`src/gpio_exp_pkg.sv`:
```
// Constants, types and register layout shared by the I/O expander files.
// Assumes a single 125 MHz register clock; the serial link is sampled on it.
package gpio_exp_pkg;

	localparam int NBANK  = 3;
	localparam int BANK_W = 8;
	localparam int NPINS  = NBANK * BANK_W;
	localparam int STS_W  = 4;

	// Register kind, taken from bits [3:2] of a register index.
	localparam logic [1:0] KIND_IN  = 2'h0;
	localparam logic [1:0] KIND_OUT = 2'h1;
	localparam logic [1:0] KIND_POL = 2'h2;
	localparam logic [1:0] KIND_DIR = 2'h3;

	// Bus byte offsets outside the per-bank block at 8'h00 to 8'h3c.
	localparam logic [7:0] OFF_STATUS = 8'h40;
	localparam logic [7:0] OFF_MASK   = 8'h44;

	// Status bit positions: banks 0 to 2 changed, serial write done.
	localparam int STS_SERIAL_WR = 3;

	// Values after reset; a direction bit of one means input.
	localparam logic [23:0] DIR_RST   = 24'hffffff;
	localparam logic [23:0] OUT_RST   = 24'hffffff;
	localparam logic [23:0] POL_RST   = 24'h000000;
	localparam logic [23:0] INREG_RST = 24'h000000;
	localparam logic [3:0]  STS_RST   = 4'h0;
	localparam logic [3:0]  MASK_RST  = 4'h0;

	// Bus slave phases.
	typedef enum logic [1:0] {
		PH_IDLE    = 2'b00,
		PH_WR      = 2'b01,
		PH_RD_WAIT = 2'b10,
		PH_RD_DONE = 2'b11
	} ahb_ph_t;

	// Serial target states.
	typedef enum logic [2:0] {
		SER_IDLE   = 3'b000,
		SER_RX     = 3'b001,
		SER_RX_ACK = 3'b010,
		SER_TX     = 3'b011,
		SER_TX_ACK = 3'b100
	} ser_st_t;

	// Register write request from the serial target.
	typedef struct packed {
		logic       stb;
		logic [3:0] idx;
		logic [7:0] data;
	} reg_wr_t;

	// The register file and its event history.
	typedef struct packed {
		logic [23:0] dir;
		logic [23:0] outv;
		logic [23:0] pol;
		logic [23:0] inreg;
		logic [3:0]  sts;
		logic [3:0]  mask;
		logic [2:0]  alert_q;
	} regs_t;

	localparam regs_t REGS_RST = '{dir: DIR_RST, outv: OUT_RST, pol: POL_RST,
		inreg: INREG_RST, sts: STS_RST, mask: MASK_RST, alert_q: 3'h0};

endpackage : gpio_exp_pkg

```
`src/gpio_expander.sv`:
```
// Top of the 24-pin I/O expander: register file on an AHB-Lite slave and a serial target.
// Assumes port pins, reset pin, strap and serial lines are asynchronous to hclk.
`timescale 1ns/10ps
`default_nettype none

// What this block does
// Three 8-bit banks each of direction, input, output and polarity registers.
// After reset every pin is an input with its driver off.
// Direction bit written by the controller makes a pin drive or release.
// Input register holds sampled pin levels; output register holds driven levels.
// A set polarity bit reports the complemented pin level in the input register.
// Every register can be read back.
// The controller may force a reset by pulling the reset pin low.
// Power-on reset defaults all registers and idles the serial state machine.
// The reset pin defaults all registers, drops alert and idles the serial state machine; bus read data and serial pointer keep their values.
// Alert asserts when any input pin differs from its input register value.
// Alert is open-drain and active low.
// One target address bit comes from a strapped select pin.
// Each pin is bidirectional and drives push-pull in output mode.
// The serial target works at bus clocks up to fast mode.
// Output pins keep their last written value until the next write.
// After reset the controller waits the recovery time before a start.
// Alert drops when the bank is read or inputs return.
// Polarity inversion never changes the driven output level.
module gpio_expander #(
	parameter logic [6:0] TARGET_ADDR = 7'h22
) (
	input  wire logic        hclk,
	input  wire logic        hresetn,
	input  wire logic        hsel,
	input  wire logic [31:0] haddr,
	input  wire logic [1:0]  htrans,
	input  wire logic        hwrite,
	input  wire logic [2:0]  hsize,
	input  wire logic [31:0] hwdata,
	input  wire logic        hready,
	output logic             hreadyout,
	output logic             hresp,
	output logic [31:0]      hrdata,
	input  wire logic        rst_pin_n,
	input  wire logic        addr_sel,
	input  wire logic        scl_pin,
	input  wire logic        sda_pin_in,
	output logic             sda_pin_out,
	output logic             sda_pin_oe,
	input  wire logic [23:0] port_pins_in,
	output logic [23:0]      port_pins_out,
	output logic [23:0]      port_pins_oe,
	output logic             alert_n_out,
	output logic             alert_n_oe,
	output logic             irq
);

	typedef struct packed {
		logic [1:0]           rstp_s;
		logic [23:0]          port_s0;
		logic [23:0]          port_s1;
		gpio_exp_pkg::ahb_ph_t ph;
		logic [7:0]           addr;
		logic [31:0]          rdata;
		logic                 alert_oe;
		gpio_exp_pkg::regs_t  regs;
	} top_state_t;

	localparam top_state_t TOP_RST = '{rstp_s: 2'h0, port_s0: 24'h0, port_s1: 24'h0,
		ph: gpio_exp_pkg::PH_IDLE, addr: 8'h0, rdata: 32'h0, alert_oe: 1'b0,
		regs: gpio_exp_pkg::REGS_RST};

	top_state_t            q;
	top_state_t            n;
	logic                  soft_rst;
	logic                  accept;
	logic [23:0]           cur;
	logic [2:0]            bank_alert;
	logic [3:0]            ser_ptr;
	logic [7:0]            ser_rd_data;
	logic                  ser_rd_stb;
	logic [3:0]            ser_rd_idx;
	gpio_exp_pkg::reg_wr_t ser_wr;

	// Register index is kind in [3:2] and bank in [1:0]; bank 3 does not exist.
	function automatic logic idx_valid(input logic [3:0] idx);
		idx_valid = (idx[1:0] != 2'h3);
	endfunction : idx_valid

	// read back
	function automatic logic [7:0] reg_read(input gpio_exp_pkg::regs_t r,
		input logic [23:0] c, input logic [3:0] idx);
		logic [4:0] b;
		b = {idx[1:0], 3'b000};
		reg_read = 8'h00;
		if (idx_valid(idx)) begin
			case (idx[3:2])
				gpio_exp_pkg::KIND_IN:  reg_read = c[b +: 8];
				gpio_exp_pkg::KIND_OUT: reg_read = r.outv[b +: 8];
				gpio_exp_pkg::KIND_POL: reg_read = r.pol[b +: 8];
				default:                reg_read = r.dir[b +: 8];
			endcase
		end
	endfunction : reg_read

	// banked registers
	function automatic gpio_exp_pkg::regs_t reg_write(input gpio_exp_pkg::regs_t r,
		input logic [3:0] idx, input logic [7:0] d);
		logic [4:0] b;
		b = {idx[1:0], 3'b000};
		reg_write = r;
		if (idx_valid(idx)) begin
			case (idx[3:2])
				gpio_exp_pkg::KIND_OUT: reg_write.outv[b +: 8] = d;
				gpio_exp_pkg::KIND_POL: reg_write.pol[b +: 8] = d;
				gpio_exp_pkg::KIND_DIR: reg_write.dir[b +: 8] = d;
				default:                reg_write = r;
			endcase
		end
	endfunction : reg_write

	// Reading an input bank latches its current value, which clears its alert.
	function automatic gpio_exp_pkg::regs_t snap(input gpio_exp_pkg::regs_t r,
		input logic [23:0] c, input logic [3:0] idx);
		logic [4:0] b;
		b = {idx[1:0], 3'b000};
		snap = r;
		if (idx_valid(idx) && idx[3:2] == gpio_exp_pkg::KIND_IN) begin
			snap.inreg[b +: 8] = c[b +: 8];
		end
	endfunction : snap

	// external reset
	assign soft_rst = ~q.rstp_s[1];
	assign accept   = hsel & hready & htrans[1];
	// polarity view
	// inputs only
	assign cur      = q.port_s1 ^ q.regs.pol;

	// change detect
	genvar g;
	generate
		for (g = 0; g < gpio_exp_pkg::NBANK; g++) begin : g_bank
			assign bank_alert[g] = |((cur[g*8 +: 8] ^ q.regs.inreg[g*8 +: 8])
				& q.regs.dir[g*8 +: 8]);
		end
	endgenerate

	assign ser_rd_data = reg_read(q.regs, cur, ser_ptr);

	always_comb begin
		n = q;
		n.rstp_s = {q.rstp_s[0], rst_pin_n};
		n.port_s0 = port_pins_in;
		n.port_s1 = q.port_s0;
		if (accept) begin
			n.addr = haddr[7:0];
			n.ph = hwrite ? gpio_exp_pkg::PH_WR : gpio_exp_pkg::PH_RD_WAIT;
		end else if (q.ph == gpio_exp_pkg::PH_RD_WAIT) begin
			n.ph = gpio_exp_pkg::PH_RD_DONE;
		end else begin
			n.ph = gpio_exp_pkg::PH_IDLE;
		end
		// serial side
		if (ser_wr.stb) begin
			n.regs = reg_write(n.regs, ser_wr.idx, ser_wr.data);
		end
		if (ser_rd_stb) begin
			n.regs = snap(n.regs, cur, ser_rd_idx);
		end
		// bus writes
		if (q.ph == gpio_exp_pkg::PH_WR) begin
			if (q.addr == gpio_exp_pkg::OFF_MASK) begin
				n.regs.mask = hwdata[3:0];
			end else if (q.addr[7:6] == 2'b00 && q.addr[1:0] == 2'b00) begin
				n.regs = reg_write(n.regs, q.addr[5:2], hwdata[7:0]);
			end
		end
		if (q.ph == gpio_exp_pkg::PH_RD_WAIT) begin
			if (q.addr == gpio_exp_pkg::OFF_STATUS) begin
				n.rdata = {28'h0, q.regs.sts};
				n.regs.sts = gpio_exp_pkg::STS_RST;
			end else if (q.addr == gpio_exp_pkg::OFF_MASK) begin
				n.rdata = {28'h0, q.regs.mask};
			end else if (q.addr[7:6] == 2'b00 && q.addr[1:0] == 2'b00) begin
				n.rdata = {24'h0, reg_read(q.regs, cur, q.addr[5:2])};
				// read clears
				n.regs = snap(n.regs, cur, q.addr[5:2]);
			end else begin
				n.rdata = 32'h0;
			end
		end
		// New events are applied after the read clear so that a set wins.
		n.regs.alert_q = bank_alert;
		n.regs.sts[2:0] = n.regs.sts[2:0] | (bank_alert & ~q.regs.alert_q);
		if (ser_wr.stb) begin
			n.regs.sts[gpio_exp_pkg::STS_SERIAL_WR] = 1'b1;
		end
		n.alert_oe = |bank_alert;
		// registers and alert back to power-on values
		if (soft_rst) begin
			n.regs = gpio_exp_pkg::REGS_RST;
			n.alert_oe = 1'b0;
		end
	end

	// power-on defaults
	always_ff @(posedge hclk or negedge hresetn) begin
		if (!hresetn) begin
			q <= TOP_RST;
		end else begin
			q <= n;
		end
	end

	serial_target #(
		.TARGET_ADDR (TARGET_ADDR)
	) u_serial (
		.hclk        (hclk),
		.hresetn     (hresetn),
		.clear       (soft_rst),
		.scl_pin     (scl_pin),
		.sda_pin_in  (sda_pin_in),
		.addr_sel    (addr_sel),
		.rd_data     (ser_rd_data),
		.sda_pin_out (sda_pin_out),
		.sda_pin_oe  (sda_pin_oe),
		.ptr         (ser_ptr),
		.rd_stb      (ser_rd_stb),
		.rd_idx      (ser_rd_idx),
		.wr          (ser_wr)
	);

	// Reads take one wait state so that read data always leave a flip-flop.
	assign hreadyout = (q.ph != gpio_exp_pkg::PH_RD_WAIT);
	assign hresp     = 1'b0;
	assign hrdata    = q.rdata;

	// push-pull drive
	// latched outputs
	assign port_pins_out = q.regs.outv;
	// inputs at reset
	assign port_pins_oe  = ~q.regs.dir;
	// open drain
	assign alert_n_out   = 1'b0;
	assign alert_n_oe    = q.alert_oe;
	assign irq           = |(q.regs.sts & q.regs.mask);

	logic out_wr;
	assign out_wr = (q.ph == gpio_exp_pkg::PH_WR && q.addr[7:4] == 4'h1)
		|| (ser_wr.stb && ser_wr.idx[3:2] == gpio_exp_pkg::KIND_OUT);

	property p_reset_inputs;
		@(posedge hclk) disable iff (!hresetn)
		soft_rst |=> (port_pins_oe == 24'h000000) && !alert_n_oe;
	endproperty
	a_reset_inputs: assert property (p_reset_inputs) else $error("pins driven after reset");

	property p_dir_write;
		@(posedge hclk) disable iff (!hresetn)
		(q.ph == gpio_exp_pkg::PH_WR && q.addr == 8'h34 && !soft_rst && !ser_wr.stb)
			|=> port_pins_oe[15:8] == ~$past(hwdata[7:0]);
	endproperty
	a_dir_write: assert property (p_dir_write) else $error("direction write not applied");

	property p_out_write;
		@(posedge hclk) disable iff (!hresetn)
		(q.ph == gpio_exp_pkg::PH_WR && q.addr == 8'h14 && !soft_rst)
			|=> port_pins_out[15:8] == $past(hwdata[7:0]);
	endproperty
	a_out_write: assert property (p_out_write) else $error("output write not applied");

	property p_out_hold;
		@(posedge hclk) disable iff (!hresetn)
		(!out_wr && !soft_rst) |=> $stable(port_pins_out);
	endproperty
	a_out_hold: assert property (p_out_hold) else $error("output changed without write");

	property p_pol_no_drive;
		@(posedge hclk) disable iff (!hresetn)
		(q.ph == gpio_exp_pkg::PH_WR && q.addr[7:4] == 4'h2 && !ser_wr.stb && !soft_rst)
			|=> $stable(port_pins_out);
	endproperty
	a_pol_no_drive: assert property (p_pol_no_drive) else $error("polarity moved output");

	property p_inv_read;
		@(posedge hclk) disable iff (!hresetn)
		(q.ph == gpio_exp_pkg::PH_RD_WAIT && q.addr == 8'h00)
			|=> hrdata[7:0] == ($past(q.port_s1[7:0]) ^ $past(q.regs.pol[7:0])) && hreadyout;
	endproperty
	a_inv_read: assert property (p_inv_read) else $error("input read wrong polarity");

	property p_readback;
		@(posedge hclk) disable iff (!hresetn)
		(q.ph == gpio_exp_pkg::PH_RD_WAIT && q.addr == 8'h38)
			|=> hrdata == {24'h0, $past(q.regs.dir[23:16])};
	endproperty
	a_readback: assert property (p_readback) else $error("direction read back wrong");

	property p_alert_on_change;
		@(posedge hclk) disable iff (!hresetn)
		(|bank_alert && !soft_rst) |=> alert_n_oe && !alert_n_out;
	endproperty
	a_alert_on_change: assert property (p_alert_on_change) else $error("alert missing");

	property p_alert_clears;
		@(posedge hclk) disable iff (!hresetn)
		(q.ph == gpio_exp_pkg::PH_RD_WAIT && q.addr == 8'h00 && !ser_wr.stb && !soft_rst)
			|=> !bank_alert[0] || !$stable(q.port_s1[7:0]);
	endproperty
	a_alert_clears: assert property (p_alert_clears) else $error("alert not cleared by read");

	c_alert: cover property (@(posedge hclk) disable iff (!hresetn) $rose(alert_n_oe));
	c_irq: cover property (@(posedge hclk) disable iff (!hresetn) $rose(irq));
	c_sda_drive: cover property (@(posedge hclk) disable iff (!hresetn) $rose(sda_pin_oe));

endmodule : gpio_expander
`default_nettype wire

```
`src/serial_target.sv`:
```
// Two-wire serial target: address match, command byte, data bytes in and out.
// Assumes scl and sda arrive unsynchronised; both pass two flip-flops here.
`timescale 1ns/10ps
`default_nettype none
module serial_target #(
	parameter logic [6:0] TARGET_ADDR = 7'h22
) (
	input  wire logic                   hclk,
	input  wire logic                   hresetn,
	input  wire logic                   clear,
	input  wire logic                   scl_pin,
	input  wire logic                   sda_pin_in,
	input  wire logic                   addr_sel,
	input  wire logic [7:0]             rd_data,
	output logic                        sda_pin_out,
	output logic                        sda_pin_oe,
	output logic [3:0]                  ptr,
	output logic                        rd_stb,
	output logic [3:0]                  rd_idx,
	output gpio_exp_pkg::reg_wr_t       wr
);

	typedef struct packed {
		logic [2:0]            scl_s;
		logic [2:0]            sda_s;
		logic [1:0]            adr_s;
		gpio_exp_pkg::ser_st_t st;
		logic [3:0]            bitcnt;
		logic [7:0]            sh;
		logic [3:0]            idx;
		logic                  addr_byte;
		logic                  cmd_byte;
		logic                  rw;
		logic                  oe;
		logic                  rd_stb;
		logic [3:0]            rd_idx;
		gpio_exp_pkg::reg_wr_t wr;
	} ser_state_t;

	localparam ser_state_t SER_RST = '{st: gpio_exp_pkg::SER_IDLE, default: '0};

	ser_state_t q;
	ser_state_t n;
	logic       rise;
	logic       fall;
	logic       start;
	logic       stop;
	logic       sda;

	// oversampled link edges
	assign sda   = q.sda_s[1];
	assign rise  = q.scl_s[1] & ~q.scl_s[2];
	assign fall  = ~q.scl_s[1] & q.scl_s[2];
	assign start = q.scl_s[1] & q.scl_s[2] & q.sda_s[2] & ~sda;
	assign stop  = q.scl_s[1] & q.scl_s[2] & ~q.sda_s[2] & sda;

	always_comb begin
		n = q;
		n.scl_s = {q.scl_s[1:0], scl_pin};
		n.sda_s = {q.sda_s[1:0], sda_pin_in};
		n.adr_s = {q.adr_s[0], addr_sel};
		n.rd_stb = 1'b0;
		n.wr.stb = 1'b0;
		// serial reset
		if (clear) begin
			n.st = gpio_exp_pkg::SER_IDLE;
			n.oe = 1'b0;
		end else if (start) begin
			n.st = gpio_exp_pkg::SER_RX;
			n.bitcnt = 4'h0;
			n.addr_byte = 1'b1;
			n.oe = 1'b0;
		end else if (stop) begin
			n.st = gpio_exp_pkg::SER_IDLE;
			n.oe = 1'b0;
		end else begin
			case (q.st)
				gpio_exp_pkg::SER_RX: begin
					if (rise && q.bitcnt < 4'h8) begin
						n.sh = {q.sh[6:0], sda};
						n.bitcnt = q.bitcnt + 4'h1;
					end
					if (fall && q.bitcnt == 4'h8) begin
						n.st = gpio_exp_pkg::SER_RX_ACK;
						n.oe = 1'b1;
						if (q.addr_byte) begin
							n.addr_byte = 1'b0;
							n.rw = q.sh[0];
							n.cmd_byte = ~q.sh[0];
							// strapped address
							if (q.sh[7:1] != {TARGET_ADDR[6:1], q.adr_s[1]}) begin
								n.st = gpio_exp_pkg::SER_IDLE;
								n.oe = 1'b0;
							end
						end else if (q.cmd_byte) begin
							n.cmd_byte = 1'b0;
							n.idx = q.sh[3:0];
						end else begin
							n.wr = '{stb: 1'b1, idx: q.idx, data: q.sh};
							n.idx = q.idx + 4'h1;
						end
					end
				end
				gpio_exp_pkg::SER_RX_ACK: begin
					if (fall) begin
						n.oe = 1'b0;
						n.bitcnt = 4'h0;
						n.st = gpio_exp_pkg::SER_RX;
						if (q.rw) begin
							n.st = gpio_exp_pkg::SER_TX;
							n.sh = rd_data;
							n.oe = ~rd_data[7];
							n.bitcnt = 4'h1;
							n.rd_stb = 1'b1;
							n.rd_idx = q.idx;
							n.idx = q.idx + 4'h1;
						end
					end
				end
				gpio_exp_pkg::SER_TX: begin
					if (fall && q.bitcnt < 4'h8) begin
						n.sh = {q.sh[6:0], 1'b0};
						n.oe = ~q.sh[6];
						n.bitcnt = q.bitcnt + 4'h1;
					end else if (fall) begin
						n.oe = 1'b0;
						n.st = gpio_exp_pkg::SER_TX_ACK;
					end
				end
				gpio_exp_pkg::SER_TX_ACK: begin
					if (rise) begin
						n.st = sda ? gpio_exp_pkg::SER_IDLE : gpio_exp_pkg::SER_RX_ACK;
					end
				end
				default: begin
					n.oe = 1'b0;
				end
			endcase
		end
	end

	always_ff @(posedge hclk or negedge hresetn) begin
		if (!hresetn) begin
			q <= SER_RST;
		end else begin
			q <= n;
		end
	end

	assign sda_pin_out = 1'b0;
	assign sda_pin_oe  = q.oe;
	assign ptr         = q.idx;
	assign rd_stb      = q.rd_stb;
	assign rd_idx      = q.rd_idx;
	assign wr          = q.wr;

	property p_no_ack_foreign;
		@(posedge hclk) disable iff (!hresetn)
		(q.st == gpio_exp_pkg::SER_RX && fall && q.bitcnt == 4'h8 && q.addr_byte && !clear
			&& !start && !stop && q.sh[7:1] != {TARGET_ADDR[6:1], q.adr_s[1]}) |=> !sda_pin_oe;
	endproperty
	a_no_ack_foreign: assert property (p_no_ack_foreign) else $error("acked a foreign address");

	c_serial_write: cover property (@(posedge hclk) disable iff (!hresetn) wr.stb);

endmodule : serial_target
`default_nettype wire
```
`config.mk`:
```
export PLATFORM = sky130hd
export DESIGN_NAME = gpio_expander
export DESIGN_NICKNAME = d
export VERILOG_FILES = /design/src/gpio_exp_pkg.sv /design/src/gpio_expander.sv /design/src/serial_target.sv
export SDC_FILE = /design/constraint.sdc
export NUM_CORES = 1
export LEC_CHECK = 0
export BUFFER_PORTS_ARGS = -buffer_cell sky130_fd_sc_hd__clkbuf_2
export CELL_PAD_IN_SITES_DETAIL_PLACEMENT = 0
export CELL_PAD_IN_SITES_GLOBAL_PLACEMENT = 1
export CORE_ASPECT_RATIO = 0.75
export CORE_MARGIN = 3
export CORE_UTILIZATION = 49
export DETAILED_ROUTE_END_ITERATION = 12
export GPL_ROUTABILITY_DRIVEN = 0
export PLACE_DENSITY = 0.87
export SYNTH_ARGS = -nofsm -noshare
export SYNTH_HDL_FRONTEND = slang
export SYNTH_HIERARCHICAL = 1
export SYNTH_SLANG_ARGS = --single-unit
```
`constraint.sdc`:
```
create_clock -name hclk -period 6.3 [get_ports hclk]
set_input_delay 0.315 -clock hclk [delete_from_list [all_inputs] [get_ports hclk]]
set_output_delay 0.315 -clock hclk [all_outputs]
set_load 0.01 [all_outputs]
```
==> metrics.cfg <==
[setup_path]
cp-startpoint = q[143]
startpoint_type = flip-flop
path_cells = buf_4 -> inv_1 -> ha_1 -> nor3b_4 -> nand3_1 -> o22ai_1
r2r_cells = 6
critPathKind = flip-flop to flip-flop
crit_fanout = 25
timing.rr.start = q[143]
critical_path_arrival_ps = 3870
slowest_delay_ps = 1030
end_kind = flip-flop
crit_buf_inv = 2
crit_slowest_cell = nor3b_4
worst-path-stages = 6
critical-path-top-delay-family = simple AND/OR/NAND/NOR gates
required_ps = 6730

[placed_design]
dp.cells = 1755
dp_hpwl_um = 31500
portBuffers = 109

[synthesis]
synth_commonest_cells = 177 x dfrtp_1, 151 x nand2_1, 84 x buf_4
synth_top_cell_area_share = 0.318
synth.distinct_cells = 86
synth-xor-area-share = 0.0442
yosys.area_share.simple = 0.156
synth_top_family_by_area = compound AO/OA/AOI/OAI gates
yosys_warnings = 6
synth_cells = 1401
synth_area_per_cell_um2 = 9.93
yosysMostFrequentCell = dfrtp_1
synth-adder-area-share = 0.0198
synth_edf_count = 0
synth_compound_area_frac = 0.197
ys_seq_area_frac = 0.409
synth_flop_cell = dfrtp_1
synth_area_leaders = dfrtp_1 32%, dfstp_2 9.1%, buf_4 4.5%
async_flop_share = 1.00
ys_ff_latch = 225
synth_area_um2 = 13900
synth.largest_area_cell = dfrtp_1
yosys-mux-area-fraction = 0.0853

[cts]
cts.sinks = 225
cts_buffers = 25
clock_path_buffers = 3
clk_latency_ps = 530
cts_resized = 0
clock_tree.root_cell = clkbuf_16
clk_pin_slew_worst_paths_ps = 70
htree_levels = 1
cts_tree = yes

[routing]
first_pass_iters = 6
viasPerCell = 6.32
drt_iter0_drc = 1599
antenna_left = 0
wire_per_inst_um = 24.4
vias = 11600
wl_um = 44700
drc = 0

[timing]
fin_worst_skew_ps = 17.1
drv_slew = 0
relSlewSlack = 0.211
min_period_ps = 3450
rsz0062_at_grt = no
tightest_slew_ps = 1180
max_freq_ghz = 0.290
hold_ws_ps = 21.0
hold_viol = 0
tns_ps = 0
fin_crit_sh = 0.547
setup_viol = 0

[layout]
n_fill_cell = 2420
drive_gt1_frac = 0.212
multi_input_area_um2 = 7090
fin_nets = 1561
syn2layout_area_growth_pct = 10.3
final_cells = 1833
antenna_cells = 0
seq_area_um2 = 5690

[power_and_ir_drop]
intPower_mw = 2.95
combPwrFrac = 0.252
power_mw = 4.37
swShare = 0.325
power_density_nw_per_um2 = 285
leakage_nw = 6.95
p_sw_mw = 1.42
power.share.clock = 0.376
seqPwrFrac = 0.372
peakVddDrop_uv = 256

[floorplan]
die-width_um = 201
die_y_um = 152
fp.coreArea_um2 = 27500
fp-row-count = 52
dieArea_um2 = 30500
io_pins = 189
start_util = 0.507

[worst_hold_path]
hp-class = input port to flip-flop
hold_depth = 2
min_from = haddr[4]

[global_routing]
grt_max_degree = 84
grt-ovfl-total = 0
first_global_vias = 10900
grtUsageTotal = 0.284
grt_pass1_wl_um = 68000
antenna_found_initial = 0

[flow_run]
drv_cap = 0

[outcome]
status = finished clean

==> final timing paths <==
kind                                  end  slack (ps)
max                                 q[30]        2850
min                                q[144]          20
max reg2reg                         q[30]        2850
min reg2reg                u_serial/n[48]         340
max in group asynchronous          q[165]        4470
min in group asynchronous          n[160]         310
==> cells in the final DEF, fill, tap and decap left out, types with 40 or more instances in the layout <==
cell	count
nand3_1	40
a21oi_1	69
dfstp_2	48
nor2_1	66
dfrtp_1	176
o21ai_0	55
clkbuf_2	108
inv_1	44
nand2_1	151
a22oi_1	68
xnor2_1	51
==> routing by layer <==
layer,share of wire,GRT usage,up-vias
met5,0,0,-
met4,0.024,0.0679,0
met3,0.13,0.0834,77
met2,0.41,0.385,728
met1,0.44,0.443,5724
li1,-,-,5048
==> through the flow <==
step / util / worst slack (ps) / instance area (um2)
after floorplan: - / 3660 / 14000
after global placement: 0.513 / 3070 / 14100
after detailed placement: 0.513 / 3010 / 14100
after CTS: 0.559 / 2950 / 15300
after global routing: 0.559 / 2610 / 15300
final: 0.559 / 2850 / 15300
==> state kept, by name, indices dropped and copies added (netlist names) <==
name                 count
port_pins_out           24
u_serial/q              21
u_serial/ptr             4
alert_n_oe               1
hrdata                   8
u_serial/rd_idx          4
u_serial/wr             13
u_serial/rd_stb          1
u_serial/sda_pin_oe      1
n                       25
u_serial/n               5
q                      118
==> worst reg2reg max path, cell delays in order, from the launching register on <==
cell and delay [ps]:
dfrtp_1 320, buf_4 220, inv_1 310, ha_1 660, nor3b_4 1030, nand3_1 530
o22ai_1 270
==> layout make-up <==
| cell class | count | area share |
|---|---|---|
| clock buffer | 34 | 0.0475 |
| multi-input combinational | 983 | 0.462 |
| inverter | 45 | 0.0110 |
| sequential | 225 | 0.371 |
| clock inverter | 11 | 0.0125 |
| timing repair buffer | 157 | 0.0651 |
| tap | 378 | 0.0308 |
==> cells by family (layout without fill, tap and decap cells) <==
| family | Yosys count | count (layout) |
|---|---|---|
| simple gates | 392 | 392 |
| compound gates | 382 | 382 |
| flops | 225 | 225 |
| buf+inv | 218 | 247 |
| mux | 92 | 92 |
| xor+xnor | 68 | 68 |
| fa+ha+maj | 22 | 22 |
| other cells | 2 | 27 |
==> power by group through the flow <==
stage | Combinational, mW | Sequential [mW] | Clock, mW
after floorplan | 0.793 | 1.62 | 0
after global placement | 1.04 | 1.64 | 0
after detailed placement | 1.05 | 1.65 | 0
after CTS | 1.07 | 1.62 | 1.66
after global routing | 1.17 | 1.63 | 1.72
final | 1.10 | 1.62 | 1.64
==> timing repair <==
action | in CTS | in global routing
endpoints found under the hold margin | 79 | 0
hold buffers | 33 | 0
setup endpoints to repair | 0 | 0
buffers inserted | 0 | 0
Note: power is estimated with default switching activity, not from simulation.
